## config.mk

```make
export PLATFORM = sky130hd
export DESIGN_NAME = sdac_control
export DESIGN_NICKNAME = d
export VERILOG_FILES = /design/src/logic/sdac_pkg.sv /design/src/logic/sdac_chan_if.sv /design/src/logic/sdac_clock_gen.sv /design/src/logic/sdac_chan_track.sv /design/src/logic/sdac_control.sv
export SDC_FILE = /design/constraint.sdc
export NUM_CORES = 1
export LEC_CHECK = 0
export CELL_PAD_IN_SITES_DETAIL_PLACEMENT = 0
export CELL_PAD_IN_SITES_GLOBAL_PLACEMENT = 1
export CORE_ASPECT_RATIO = 0.8
export CORE_MARGIN = 3
export CORE_UTILIZATION = 35
export DETAILED_ROUTE_END_ITERATION = 7
export DONT_BUFFER_PORTS = 1
export GPL_TIMING_DRIVEN = 0
export PLACE_DENSITY_LB_ADDON = 0.1
export SYNTH_ARGS = -nofsm -noshare
export SYNTH_HDL_FRONTEND = slang
export SYNTH_HIERARCHICAL = 1
export SYNTH_SLANG_ARGS = --single-unit
```

## constraint.sdc

```tcl
create_clock -name pclk -period 3.7 [get_ports pclk]
set_input_delay 0.555 -clock pclk [delete_from_list [all_inputs] [get_ports pclk]]
set_output_delay 0.555 -clock pclk [all_outputs]
set_load 0.05 [all_outputs]
```

## src/logic/sdac_pkg.sv

```systemverilog
// Package: offsets, field positions and codes for the converter control block
`default_nettype none
package sdac_pkg;
  localparam int SDAC_CHANNELS = 3;
  localparam logic [11:0] OFF_GLOBAL = 12'h100;
  localparam logic [11:0] OFF_VECTOR = 12'h110;
  localparam logic [11:0] OFF_CHAN_CTRL = 12'h120;
  localparam logic [11:0] OFF_CHAN_INPUT = 12'h130;
  localparam logic [11:0] OFF_CHAN_RESULT = 12'h140;
  localparam logic [11:0] OFF_CHAN_PRELOAD = 12'h150;
  localparam logic [11:0] OFF_CHAN_STRIDE = 12'h004;
  localparam int GC_LOW_POWER = 8;
  localparam int GC_DIV_LO = 6;
  localparam int GC_SRC_LO = 4;
  localparam int GC_MIDRAIL = 3;
  localparam int GC_REF = 2;
  localparam int GC_OVIE = 1;
  localparam logic [15:0] GC_WRITE_MASK = 16'h01FE;
  localparam int CC_SINGLE = 10;
  localparam int CC_OSR_LO = 8;
  localparam int CC_TOGGLE = 7;
  localparam int CC_HALF = 6;
  localparam int CC_OVF = 5;
  localparam int CC_FORMAT = 4;
  localparam int CC_IE = 3;
  localparam int CC_DONE = 2;
  localparam int CC_START = 1;
  localparam int CC_GROUP = 0;
  localparam logic [15:0] CC_WRITE_MASK = 16'h07FF;
  localparam int IC_DELAY_LO = 6;
  localparam int IC_GAIN_LO = 3;
  localparam logic [2:0] GAIN_LAST_VALID = 3'h5;
  localparam logic [15:0] VEC_NONE = 16'h0000;
  localparam logic [15:0] VEC_OVERFLOW = 16'h0002;
  localparam logic [15:0] VEC_CHAN_BASE = 16'h0004;
  localparam logic [15:0] VEC_CHAN_STEP = 16'h0002;
  localparam logic [1:0] SRC_MASTER = 2'h0;
  localparam logic [1:0] SRC_SUB_MAIN = 2'h1;
  localparam logic [1:0] SRC_AUX = 2'h2;
  localparam logic [1:0] SRC_TIMER = 2'h3;
  localparam logic [31:0] PSLVERR_DATA = 32'h00000000;
endpackage : sdac_pkg
`default_nettype wire

```

## src/logic/sdac_chan_if.sv

```systemverilog
// Interface between the register file and one channel's result tracker
`default_nettype none
interface sdac_chan_if;
  logic result_valid;
  logic [31:0] result_data;
  logic start;
  logic restart;
  logic [1:0] delay_field;
  logic result_read;
  logic done_clear;
  logic ovf_clear;
  logic done_flag;
  logic ovf_flag;
  logic [31:0] held_result;
  modport regs (output start, restart, delay_field, result_read, done_clear, ovf_clear,
    input done_flag, ovf_flag, held_result);
  modport chan (input result_valid, result_data, start, restart, delay_field, result_read,
    done_clear, ovf_clear, output done_flag, ovf_flag, held_result);
endinterface : sdac_chan_if
`default_nettype wire

```

## src/logic/sdac_clock_gen.sv

```systemverilog
// Converter clock source select and divider
`default_nettype none
module sdac_clock_gen
  import sdac_pkg::*;
(
  input wire logic pclk,
  input wire logic presetn,
  input wire logic [3:0] clock_in,
  input wire logic [1:0] clock_source_field,
  input wire logic [1:0] clock_divide_field,
  output logic conv_clock_tick
);
  import sdac_pkg::*;
  typedef struct packed {
    logic [3:0] sync1;
    logic [3:0] sync2;
    logic last;
    logic [2:0] count;
    logic tick;
  } sdac_cg_type;
  sdac_cg_type r;
  sdac_cg_type next_r;
  logic sel;
  logic rise;
  logic [2:0] limit;
  always_comb begin
    next_r = r;
    next_r.sync1 = clock_in;
    next_r.sync2 = r.sync1;
    sel = r.sync2[clock_source_field];
    rise = sel && !r.last;
    next_r.last = sel;
    limit = 3'((4'h1 << clock_divide_field) - 4'h1);
    next_r.tick = 1'b0;
    if (rise) begin
      if (r.count >= limit) begin
        next_r.count = 3'h0;
        next_r.tick = 1'b1;
      end else begin
        next_r.count = r.count + 3'h1;
      end
    end
  end
  always_ff @(posedge pclk or negedge presetn) begin
    if (!presetn) begin
      r <= '0;
    end else begin
      r <= next_r;
    end
  end
  assign conv_clock_tick = r.tick;
endmodule : sdac_clock_gen
`default_nettype wire

```

## src/logic/sdac_chan_track.sv

```systemverilog
// One channel: result holding, done and overflow flags, first interrupt delay
`default_nettype none
module sdac_chan_track
  import sdac_pkg::*;
(
  input wire logic pclk,
  input wire logic presetn,
  sdac_chan_if.chan ch
);
  import sdac_pkg::*;
  typedef struct packed {
    logic [31:0] result;
    logic done;
    logic ovf;
    logic unread;
    logic [2:0] skip;
  } sdac_ct_type;
  sdac_ct_type r;
  sdac_ct_type next_r;
  always_comb begin
    next_r = r;
    if (ch.start || ch.restart) begin
      next_r.skip = 3'(3'h3 - {1'b0, ch.delay_field});
    end
    if (ch.result_read) begin
      next_r.unread = 1'b0;
    end
    if (ch.done_clear || ch.result_read) begin
      next_r.done = 1'b0;
    end
    if (ch.ovf_clear) begin
      next_r.ovf = 1'b0;
    end
    if (ch.result_valid) begin
      next_r.result = ch.result_data;
      next_r.unread = 1'b1;
      if (r.skip != 3'h0 && !(ch.start || ch.restart)) begin
        next_r.skip = r.skip - 3'h1;
      end else if (r.skip == 3'h0) begin
        next_r.done = 1'b1;
        if (r.unread && !ch.result_read) begin
          next_r.ovf = 1'b1;
        end
      end
    end
  end
  always_ff @(posedge pclk or negedge presetn) begin
    if (!presetn) begin
      r <= '0;
    end else begin
      r <= next_r;
    end
  end
  assign ch.done_flag = r.done;
  assign ch.ovf_flag = r.ovf;
  assign ch.held_result = r.result;
endmodule : sdac_chan_track
`default_nettype wire

```

## src/logic/sdac_control.sv

```systemverilog
// Register file and control for a three-channel sigma-delta converter
//
// Our own choices: the APB register port and the placing of the registers.
`default_nettype none
module sdac_control
  import sdac_pkg::*;
#(
  parameter int CHANNELS = SDAC_CHANNELS
) (
  input wire logic pclk,
  input wire logic presetn,
  input wire logic psel,
  input wire logic penable,
  input wire logic pwrite,
  input wire logic [11:0] paddr,
  input wire logic [31:0] pwdata,
  input wire logic [3:0] pstrb,
  output logic [31:0] prdata,
  output logic pready,
  output logic pslverr,
  input wire logic global_irq_enable,
  input wire logic [3:0] clock_in,
  input wire logic [CHANNELS-1:0] result_valid,
  input wire logic [CHANNELS*32-1:0] result_data,
  output logic conv_clock_tick,
  output logic low_power_select,
  output logic reference_on,
  output logic midrail_buffer_on,
  output logic [CHANNELS-1:0] channel_run,
  output logic [CHANNELS-1:0] single_conversion_select,
  output logic [CHANNELS*2-1:0] oversampling_ratio_field,
  output logic [CHANNELS-1:0] result_format_select,
  output logic [CHANNELS-1:0] channel_group_link,
  output logic [CHANNELS*3-1:0] preamp_gain_field,
  output logic [CHANNELS-1:0] gain_reserved,
  output logic [CHANNELS*3-1:0] input_pair_select,
  output logic [CHANNELS-1:0] temp_sensor_select,
  output logic [CHANNELS-1:0] offset_short_select,
  output logic [CHANNELS*8-1:0] filter_preload,
  output logic [CHANNELS-1:0] filter_preload_load,
  output logic irq
);
  import sdac_pkg::*;

  typedef struct packed {
    logic [15:0] global_ctrl;
    logic [CHANNELS-1:0][15:0] chan_ctrl;
    logic [CHANNELS-1:0][7:0] chan_input;
    logic [CHANNELS-1:0][7:0] chan_preload;
    logic [CHANNELS-1:0] run;
    logic [CHANNELS-1:0] load;
    logic [31:0] rdata;
    logic err;
  } sdac_ctl_type;

  sdac_ctl_type r;
  sdac_ctl_type next_r;

  logic [CHANNELS-1:0] done_flag;
  logic [CHANNELS-1:0] ovf_flag;
  logic [CHANNELS-1:0][31:0] held;
  logic [CHANNELS-1:0] start_pulse;
  logic [CHANNELS-1:0] restart_pulse;
  logic [CHANNELS-1:0] read_pulse;
  logic [CHANNELS-1:0] done_clr;
  logic [CHANNELS-1:0] ovf_clr;
  logic [15:0] vector;
  logic access;

  // Channel register index from an address in a channel block
  function automatic int chan_index(input logic [11:0] addr, input logic [11:0] base);
    logic [11:0] diff;
    diff = addr - base;
    if (addr < base || diff[1:0] != 2'h0 || diff >= 12'(CHANNELS * 4)) begin
      return -1;
    end
    return int'(diff[11:2]);
  endfunction : chan_index

  // Apply byte strobes over a 16-bit register
  function automatic logic [15:0] strobe16(input logic [15:0] old, input logic [31:0] wd,
      input logic [3:0] st);
    logic [15:0] v;
    v = old;
    if (st[0]) begin
      v[7:0] = wd[7:0];
    end
    if (st[1]) begin
      v[15:8] = wd[15:8];
    end
    return v;
  endfunction : strobe16

  sdac_clock_gen u_clock_gen (
    .pclk(pclk),
    .presetn(presetn),
    .clock_in(clock_in),
    .clock_source_field(r.global_ctrl[GC_SRC_LO +: 2]),
    .clock_divide_field(r.global_ctrl[GC_DIV_LO +: 2]),
    .conv_clock_tick(conv_clock_tick)
  );

  genvar g;
  generate
    for (g = 0; g < CHANNELS; g++) begin : g_chan
      sdac_chan_if cif ();
      assign cif.result_valid = result_valid[g];
      assign cif.result_data = result_data[g*32 +: 32];
      assign cif.start = start_pulse[g];
      assign cif.restart = restart_pulse[g];
      assign cif.delay_field = r.chan_input[g][IC_DELAY_LO +: 2];
      assign cif.result_read = read_pulse[g];
      assign cif.done_clear = done_clr[g];
      assign cif.ovf_clear = ovf_clr[g];
      assign done_flag[g] = cif.done_flag;
      assign ovf_flag[g] = cif.ovf_flag;
      assign held[g] = cif.held_result;
      sdac_chan_track u_track (
        .pclk(pclk),
        .presetn(presetn),
        .ch(cif.chan)
      );
      assign single_conversion_select[g] = r.chan_ctrl[g][CC_SINGLE];
      assign oversampling_ratio_field[g*2 +: 2] = r.chan_ctrl[g][CC_OSR_LO +: 2];
      assign result_format_select[g] = r.chan_ctrl[g][CC_FORMAT];
      assign channel_group_link[g] = (g < CHANNELS - 1) ? r.chan_ctrl[g][CC_GROUP] : 1'b0;
      assign preamp_gain_field[g*3 +: 3] = r.chan_input[g][IC_GAIN_LO +: 3];
      assign gain_reserved[g] = r.chan_input[g][IC_GAIN_LO +: 3] > GAIN_LAST_VALID;
      assign input_pair_select[g*3 +: 3] = r.chan_input[g][2:0];
      assign temp_sensor_select[g] = r.chan_input[g][2:0] == 3'h6;
      assign offset_short_select[g] = r.chan_input[g][2:0] == 3'h7;
      assign filter_preload[g*8 +: 8] = r.chan_preload[g];
    end
  endgenerate

  // Highest priority enabled source; disabled sources are invisible
  always_comb begin
    vector = VEC_NONE;
    for (int i = CHANNELS - 1; i >= 0; i--) begin
      if (done_flag[i] && r.chan_ctrl[i][CC_IE]) begin
        vector = 16'(VEC_CHAN_BASE + VEC_CHAN_STEP * 16'(i));
      end
    end
    if (r.global_ctrl[GC_OVIE] && |ovf_flag) begin
      vector = VEC_OVERFLOW;
    end
  end

  assign access = psel && penable;

  always_comb begin
    int ci;
    int ii;
    int ri;
    int pi;
    logic [15:0] w16;
    logic [15:0] cc;
    ci = chan_index(paddr, OFF_CHAN_CTRL);
    ii = chan_index(paddr, OFF_CHAN_INPUT);
    ri = chan_index(paddr, OFF_CHAN_RESULT);
    pi = chan_index(paddr, OFF_CHAN_PRELOAD);
    w16 = 16'h0000;
    cc = 16'h0000;
    next_r = r;
    next_r.load = '0;
    start_pulse = '0;
    restart_pulse = '0;
    read_pulse = '0;
    done_clr = '0;
    ovf_clr = '0;
    for (int k = 0; k < CHANNELS; k++) begin
      if (r.run[k] && r.chan_ctrl[k][CC_SINGLE] && result_valid[k]) begin
        next_r.run[k] = 1'b0;
        next_r.chan_ctrl[k][CC_START] = 1'b0;
      end
    end
    if (access) begin
      next_r.err = 1'b0;
      next_r.rdata = 32'h00000000;
      if (pwrite) begin
        if (paddr == OFF_GLOBAL) begin
          w16 = strobe16(r.global_ctrl, pwdata, pstrb);
          next_r.global_ctrl = w16 & GC_WRITE_MASK;
        end else if (ci >= 0) begin
          cc = strobe16(r.chan_ctrl[ci], pwdata, pstrb) & CC_WRITE_MASK;
          cc[CC_DONE] = cc[CC_DONE] & r.chan_ctrl[ci][CC_DONE];
          cc[CC_OVF] = cc[CC_OVF] & r.chan_ctrl[ci][CC_OVF];
          done_clr[ci] = pstrb[0] && !pwdata[CC_DONE];
          ovf_clr[ci] = pstrb[0] && !pwdata[CC_OVF];
          next_r.chan_ctrl[ci] = cc;
          if (pstrb[0] && pwdata[CC_START]) begin
            start_pulse[ci] = 1'b1;
            next_r.run[ci] = 1'b1;
          end else if (pstrb[0]) begin
            next_r.run[ci] = 1'b0;
          end
        end else if (ii >= 0) begin
          if (pstrb[0]) begin
            next_r.chan_input[ii] = pwdata[7:0];
            restart_pulse[ii] = pwdata[5:0] != r.chan_input[ii][5:0];
          end
        end else if (pi >= 0) begin
          if (pstrb[0]) begin
            next_r.chan_preload[pi] = pwdata[7:0];
            next_r.load[pi] = 1'b1;
          end
        end else if (paddr != OFF_VECTOR && ri < 0) begin
          next_r.err = 1'b1;
        end
      end else begin
        if (paddr == OFF_GLOBAL) begin
          next_r.rdata = {16'h0000, r.global_ctrl};
        end else if (paddr == OFF_VECTOR) begin
          next_r.rdata = {16'h0000, vector};
        end else if (ci >= 0) begin
          cc = r.chan_ctrl[ci];
          cc[CC_DONE] = done_flag[ci];
          cc[CC_OVF] = ovf_flag[ci];
          next_r.rdata = {16'h0000, cc};
        end else if (ii >= 0) begin
          next_r.rdata = {24'h000000, r.chan_input[ii]};
        end else if (pi >= 0) begin
          next_r.rdata = {24'h000000, r.chan_preload[pi]};
        end else if (ri >= 0) begin
          next_r.rdata = {16'h0000, r.chan_ctrl[ri][CC_HALF] ? held[ri][15:0] : held[ri][31:16]};
          read_pulse[ri] = 1'b1;
          if (r.chan_ctrl[ri][CC_TOGGLE]) begin
            next_r.chan_ctrl[ri][CC_HALF] = !r.chan_ctrl[ri][CC_HALF];
          end
        end else begin
          next_r.err = 1'b1;
          next_r.rdata = PSLVERR_DATA;
        end
      end
    end
  end

  always_ff @(posedge pclk or negedge presetn) begin
    if (!presetn) begin
      r <= '0;
    end else begin
      r <= next_r;
    end
  end

  // Zero-wait access phase; read data is combinational off next_r, the value about to be registered
  assign pready = 1'b1;
  always_comb begin
    prdata = 32'h00000000;
    pslverr = 1'b0;
    if (access) begin
      prdata = next_r.rdata;
      pslverr = next_r.err;
    end
  end

  assign low_power_select = r.global_ctrl[GC_LOW_POWER];
  assign reference_on = r.global_ctrl[GC_REF];
  assign midrail_buffer_on = r.global_ctrl[GC_MIDRAIL];
  assign channel_run = r.run;
  assign filter_preload_load = r.load;
  assign irq = global_irq_enable && (vector != VEC_NONE);

endmodule : sdac_control
`default_nettype wire

```

; Word-level counts from Yosys, hierarchy flattened
; Cells that the tools add are included.
[totals]
inputBits = 157
regBits = 270
wordCells = 355
output_inout_bits = 111
[classes]
n_bitwise = 11
addsub = 12
shifts = 1
reduce_logical = 73
magnitude_cmp = 26
n_mux = 179
eq_ne = 15
[ops]
columns = operator, count
row1 = two-way mux 48 bit, 10
row2 = two-way mux 32 bit, 12
row3 = "greater-or-equal comparator 32 x 1 -> 1 bit, second input constant", 8
row4 = two-way mux 16 bit, 11
row5 = two-way mux 3 bit, 46
row6 = "< comparator 32 x 4 -> 1 bit, second input constant", 4
row7 = two-way mux 121 bit, 1
row8 = two-way mux 24 bit, 5
row9 = two-way mux 8 bit, 13
row10 = two-way mux 102 bit, 1
row11 = bitwise mux 48 bit, 2
row12 = binary-select mux 16 bit (select 2 bit), 2
row13 = binary-select mux 32 bit (select 2 bit), 1
row14 = demux 16 bit (select 2 bit), 2
row15 = two-way mux 54 bit, 1
row16 = bitwise mux 24 bit, 2
row17 = "greater-or-equal comparator 12 x 4 -> 1 bit, second input constant", 4
row18 = "< comparator 12 x 9 -> 1 bit, second input constant", 4
row19 = "subtractor 12 x 9 -> 12 bit, second input constant", 4
row20 = two-way mux 1 bit, 46
row21 = binary-select mux 8 bit (select 2 bit), 2
row22 = demux 8 bit (select 2 bit), 2
row23 = "< comparator 32 x 1 -> 1 bit, second input constant", 1
row24 = logical AND 1 bit, 27
row25 = 35 further kinds, 106

; Logic depth before layout (Yosys ltp)
[depth]
word_depth = 24
ltp_mapped = 15
ltp_nobuf = 12

; Hierarchy
; Netlist, hierarchy kept.
[modules_own_cells]
columns = module, area_each_um2, seq_area_each_um2, n_inst, cells_per_inst
row1 = sdac_control, 7337.0, 2227.1, 1, 844
row2 = sdac_chan_track, 1756.7, 950.9, 3, 133
row3 = sdac_clock_gen, 561.8, 325.3, 1, 43

; Least setup slack after synthesis
; No wires, ideal clock.
[synth_path]
kind = in2out
startpoint = input port paddr[7]
endpoint = output port pslverr
setup_slack_ps = -572
required_ps = 3145
n_path_buf = 3
t_arrival_ps = 3717
path_stages = 11
cell_sequence = buf_2 > inv_1 > ha_1 > a21boi_0 > mux2_2 > a211o_1 > or2_0 > clkbuf_1 > buf_2 > nand3_1 > nor4_1
[synth_via]
elab_chain_cells = 15
word_cells_on_any_way = 55
classes_between = add/sub: 4 / order compare: 13 / eq/ne: 3 / mux: 26 / reduce/logical: 9
[synth_rtl]
columns = item, line_no
row1 = from (decl), sdac_control.sv:15  ; input wire logic [11:0] paddr,
row2 = subtractor 12 x 9 -> 12 bit or < comparator 12 x 9 -> 1 bit (tied branches), "sdac_control.sv:73, sdac_control.sv:74"
row3 = greater-or-equal comparator 12 x 4 -> 1 bit or logical OR 1 bit (tied branches), sdac_control.sv:74  ; if (addr < base || diff[1:0] != 2'h0 || diff >= 12'(CHANNELS * 4)) begin
row4 = logical OR 1 bit, sdac_control.sv:74
row5 = two-way mux 32 bit or two-way mux 1 bit (tied branches), sdac_control.sv:74
row6 = two-way mux 32 bit, sdac_control.sv:77  ; return int'(diff[11:2]);
row7 = greater-or-equal comparator 32 x 1 -> 1 bit or < comparator 32 x 1 -> 1 bit (tied branches), "sdac_control.sv:224, sdac_control.sv:207"
row8 = two-way mux 1 bit or logical AND 1 bit (tied branches), "sdac_control.sv:224, sdac_control.sv:207"
row9 = two-way mux 1 bit (on tied branches), "sdac_control.sv:222, sdac_control.sv:207"
row10 = two-way mux 1 bit (on tied branches), "sdac_control.sv:220, sdac_control.sv:202"
row11 = two-way mux 1 bit (on tied branches), "sdac_control.sv:215, sdac_control.sv:197"
row12 = two-way mux 1 bit (on tied branches), "sdac_control.sv:213, sdac_control.sv:184"
row13 = two-way mux 1 bit (on tied branches), "sdac_control.sv:211, sdac_control.sv:181"
row14 = two-way mux 1 bit (*), sdac_control.sv:180  ; if (pwrite) begin
row15 = two-way mux 121 bit (*), sdac_control.sv:177  ; if (access) begin
row16 = two-way mux 1 bit (*), sdac_control.sv:251  ; if (access) begin
row17 = to (decl), sdac_control.sv:20  ; output logic pslverr,
; Mark *: on every way between the ends. The rest lies on a longest branch, timed or not.

; Worst setup path in the final report
[layout_path]
startpoint = input port paddr[6]
endpoint = output port prdata[7]
[layout_via]
elab_chain_cells = 18
word_cells_on_any_way = 63
classes_between = add/sub: 4 / order compare: 12 / eq/ne: 2 / mux: 37 / reduce/logical: 8
[layout_rtl]
columns = item, line_no
row1 = "parallel branches: the longest is 14 deep, another holds greater-or-equal comparator 32 x 1 -> 1 bit", n/a
row2 = two-way mux 16 bit (*), sdac_control.sv:211  ; if (paddr == OFF_GLOBAL) begin
row3 = two-way mux 32 bit (*), sdac_control.sv:180
row4 = two-way mux 121 bit (*), sdac_control.sv:177
row5 = two-way mux 32 bit (*), sdac_control.sv:251
row6 = to (decl), sdac_control.sv:18  ; output logic [31:0] prdata,
; Every way passes the cells marked *. The select of a mux whose other input is x is not followed.

==> out/summary.md <==
Via count of the first global-routing pass: 9,685. The switching power total was 0.001600 W. STA classifies the critical path startpoint as an input pin.

Static leakage: 6.759 nW. The net count of the finished layout is 1,521. Excluding fillers, the count of instances in the completed layout stands at 1,838. Synthesis produced a netlist whose cell count is 1,286. Peak ir drop on the vdd network: 0.2965 mV.

The flow ran to the end, but the final reports show violations. Summing all multi-input logic gate instances after layout gives 6590 µm². By area the synthesized netlist is led by sky130_fd_sc_hd__dfrtp_1, sky130_fd_sc_hd__mux2_2, sky130_fd_sc_hd__buf_4, sky130_fd_sc_hd__mux2i_1, sky130_fd_sc_hd__nand2_1.

Number of hold-slack violations in the final timing report: 216. Cell with the biggest individual delay on the critical path: sky130_fd_sc_hd__o31ai_4. For this configuration, the core starts out at a cell density of 36.12%.

Of all flip-flops after synthesis, the portion carrying an async set or reset was 100.0%. The floorplan step set the die width to 222.9 µm. The tools report the timing-limited maximum frequency as 0.2747 GHz. Internal power comes to 0.004407 W. The logs give 3,639 for the fill cell instance count of the final layout and 217 for the maximum number of pins on one net before global-route repair. The cell family with the largest share of critical-path delay is compound AO/OA/AOI/OAI gates. In this run switching power makes up 26.64% of total power. Among all flip-flop cells after synthesis, the most frequent one is sky130_fd_sc_hd__dfrtp_1. In this run, the number of DRC markers left after iteration 0 of detailed routing was 763. The worst path in the final design needs a cycle of 3.641 ns, including I/O delays and setup. Setup violations remaining at the end of the flow were counted as 0. Headroom to the max-slew limit came out at 32.72%. Number of CTS-inserted buffers: 26. The run gives 3 as the largest buffer count on any clock path. Global routing used 22.47% of the available tracks across all layers. Relative to the synthesized area, the layout overhead comes to 16.22%. After synthesis the netlist holds a flip-flop and latch count of 216. The checks that failed: hold timing. For this run the aggregate overflow at the end of global routing stands at 0. Yosys mapped a number of flops with a built-in enable equal to 0. During I/O placement, the number of pins put on the boundary was 268. The final worst clock skew is 0.01875 ns, and the pin slew with the least headroom to its limit is 1.007 ns. The number of max-slew violations in the final report is 0, and the number of vias in the routed layout is 9,692. The share of post-route cells with drive strength above 1 came out at 37.04%.

Critical path required time: 3.14 ns. The cell area that synthesis handed to floorplanning was 13,170 µm². The tightest hold margin was -0.2868 ns; the data arrival time of the critical path was 3.09 ns. The core utilization of the finished layout was 41.98%; the area fraction of the dominant cell type after synthesis was 41.05%. Critical path endpoint category: an output pin.

TritonCTS built the clock tree. The min-delay analysis places its worst path in the category in2async. The library cell occupying the most area in the post-synthesis netlist is sky130_fd_sc_hd__dfrtp_1. The number of cells in the design after placement was 1,782; the per-cell routed wire length was 24.91 µm.

The remaining number of nets flagged by the antenna check after routing was 0; the area of the core was 36,460 µm². The power density relative to cell area was 392.5 nW/µm². The initial antenna violation count is 2, and the count of different cell masters after synthesis is 81. Registers take 5405 µm².

The leading cell type by number of instances after synthesis is sky130_fd_sc_hd__dfrtp_1. The maximum fanout along the worst path is 10, and the portion of total power attributed to combinational logic is 15.7%. For the number of H-tree levels, the log shows 1. The die is 179.5 µm tall.

The logs give 0 for the total inserted antenna cells and 40,000 µm² for the total die area. The synthesis warning total came out at 6. The site row count was 62; the HPWL after detailed placement was 34,330 µm.

The clock transition at the registers of the reported paths is 0.06 ns, and the clock latency reported for the late side of the worst-skew pair is 0.55 ns. For the first-pass iteration count of the detailed router, the log shows 5. Setup repair after global routing could not meet its margin everywhere. The run gives 41.05% as the sequential fraction of the synthesis area. On the worst path, the slowest cell contributes a delay of 0.41 ns.

The average cell area after synthesis was 10.24 µm²; the count of buffers inserted at the top-level ports was 0. Cell chosen for the clock root: sky130_fd_sc_hd__clkbuf_16. Traced cell by cell, the critical path runs through clkinvlp_4, ha_2, nand2b_2, o31ai_4, o211ai_1, a311oi_1, nor3_2, o31ai_2, a22o_2. Max-cap violations in this run came to 0. Routability-driven placement finished with a final weighted congestion of 0.9000. The setup slack of the worst register-to-register path was 0.97 ns.

The global-route wire length before repair was 67,760 µm; the number of clock sinks was 216. By startpoint and endpoint, the worst setup path is classified as in2out. The final routed wirelength across all metal layers was 45,790 µm; the final routed DRC violation total was 0. The number of buffer and inverter stages on the critical path came out at 1. By count the netlist is led by sky130_fd_sc_hd__dfrtp_1, sky130_fd_sc_hd__buf_4, sky130_fd_sc_hd__mux2_2, sky130_fd_sc_hd__nand2_1, sky130_fd_sc_hd__nor2_1. Share of the clock period used by the worst path after layout: 98.41%. The via count normalized by instance count was 5.273. The clock network is responsible for 40.7% of the overall power. The sequential fraction of design power came out at 43.7%.
[flip-flops by register name (all words and copies together) (netlist names), 4 cells and up]
| register | cells |
|---|---|
| oversampling_ratio_field | 6 |
| u_clock_gen/r | 8 |
| input_pair_select | 9 |
| r | 18 |
| g_chan.u_track/r | 12 |
| u_clock_gen/next_r | 4 |
| filter_preload | 24 |
| g_chan.cif.delay_field | 6 |
| preamp_gain_field | 9 |
| g_chan.u_track/ch.held_result | 96 |
[metal layers]
layer	track usage, %	vias to the layer above	share of wire (%)
met4	3.254	2	1.3
met3	3.930	39	5.4
met5	0	-	0.015
met2	33.74	234	44
li1	-	4487	-
met1	34.49	4930	50
[logic make-up (layout without fill, tap and decap cells)]
kind of cell	Yosys count	in the layout	share of synthesized area (%)
mux	228	228	19.26
flops	216	216	41.05
buf+inv	258	314	13.03
compound gates	218	218	11.13
fa+ha+maj	23	23	2.185
xor+xnor	7	7	0.4656
simple gates	334	334	12.84
other cells	2	18	0.05703
[path summary, 6_finish.rpt]
kind	from	to	cells past startpoint
worst max-delay path	paddr[6]	prdata[7]	9
worst min-delay path	presetn	g_chan[1].u_track/ch.held_result[31]	0
worst max register to register	input_pair_select[0]	g_chan[2].u_track/r[0]	10
worst min register to register	u_clock_gen/next_r[6]	u_clock_gen/r[6]	0
max in group asynchronous	presetn	reference_on	0
min in group pclk	clock_in[1]	u_clock_gen/next_r[6]	0
[what timing repair did]
item,in CTS,in global routing
resized for setup,106,29
hold endpoints to repair,216,216
endpoints found under the setup margin,17,16
gates cloned,0,0
buffers inserted,9,4
pin swaps,16,15
[per-stage QoR]
stage / area, µm² / hold slack [ns] / worst slack (ns) / total power (W) / TNS (ns)
6_report: 15300 / -0.2868 / 0.05900 / 0.006008 / 0
5_1_grt: 15300 / -0.3170 / -0.01907 / 0.006288 / -0.01907
4_1_cts: 15140 / -0.3143 / 0.008548 / 0.006083 / 0
3_5_place_dp: 13860 / 0.2707 / -1.432 / 0.003559 / -26.03
3_3_place_gp: 13860 / 0.2690 / -1.430 / 0.003548 / -27.18
2_1_floorplan: 13260 / 0.2594 / -0.006995 / 0.003353 / -0.006995
[cell usage in the layout (no fill, tap or decap), types with 5 or more instances in the layout]
cell | netlist | routed
sky130_fd_sc_hd__mux2i_1 | 70 | 62
sky130_fd_sc_hd__mux2_4 | 15 | 15
sky130_fd_sc_hd__nor2_4 | 0 | 6
sky130_fd_sc_hd__nor3_1 | 31 | 28
sky130_fd_sc_hd__and3_1 | 12 | 11
sky130_fd_sc_hd__dfrtp_1 | 216 | 216
sky130_fd_sc_hd__nand2_4 | 3 | 5
sky130_fd_sc_hd__buf_6 | 6 | 10
sky130_fd_sc_hd__mux2_1 | 13 | 13
sky130_fd_sc_hd__clkbuf_16 | 0 | 26
sky130_fd_sc_hd__xnor2_1 | 7 | 7
sky130_fd_sc_hd__nand4_1 | 6 | 6
sky130_fd_sc_hd__a211oi_1 | 8 | 7
sky130_fd_sc_hd__o2bb2ai_1 | 9 | 8
sky130_fd_sc_hd__o21ai_0 | 60 | 54
sky130_fd_sc_hd__o21ai_1 | 7 | 7
sky130_fd_sc_hd__nand3_1 | 31 | 30
sky130_fd_sc_hd__clkbuf_1 | 24 | 27
sky130_fd_sc_hd__nor2_1 | 89 | 81
sky130_fd_sc_hd__nor3_2 | 2 | 5
sky130_fd_sc_hd__a21oi_1 | 49 | 43
sky130_fd_sc_hd__o22ai_1 | 7 | 6
sky130_fd_sc_hd__ha_1 | 23 | 21
sky130_fd_sc_hd__a21oi_2 | 1 | 5
sky130_fd_sc_hd__or2_2 | 5 | 5
sky130_fd_sc_hd__clkbuf_2 | 0 | 6
sky130_fd_sc_hd__conb_1 | 2 | 18
sky130_fd_sc_hd__mux2_2 | 130 | 130
sky130_fd_sc_hd__nand2b_1 | 16 | 15
sky130_fd_sc_hd__nor2b_1 | 11 | 11
sky130_fd_sc_hd__buf_4 | 180 | 198
sky130_fd_sc_hd__nand2_1 | 90 | 85
sky130_fd_sc_hd__a21o_1 | 5 | 5
sky130_fd_sc_hd__buf_2 | 21 | 8
sky130_fd_sc_hd__inv_1 | 23 | 21
sky130_fd_sc_hd__a22oi_1 | 9 | 6
[power groups by stage]
stage                     registers (W)  clock network, W  logic (W)
after floorplan                 0.00264                 0   0.000713
after global placement          0.00266                 0   0.000888
after detailed placement        0.00266                 0   0.000896
after CTS                       0.00262           0.00253   0.000934
after global routing            0.00265           0.00261    0.00104
final                           0.00262           0.00244   0.000943
[layout make-up]
class | instances | area share [%]
clock inverters | 5 | 0.4496
well taps | 480 | 3.924
clock buffers | 40 | 4.725
flip-flops and latches | 216 | 35.32
repair buffers | 13 | 0.6377
plain buffers | 232 | 11.24
inverters | 24 | 0.6458
multi-input cells | 828 | 43.06
(Power assumes the default switching activity.)
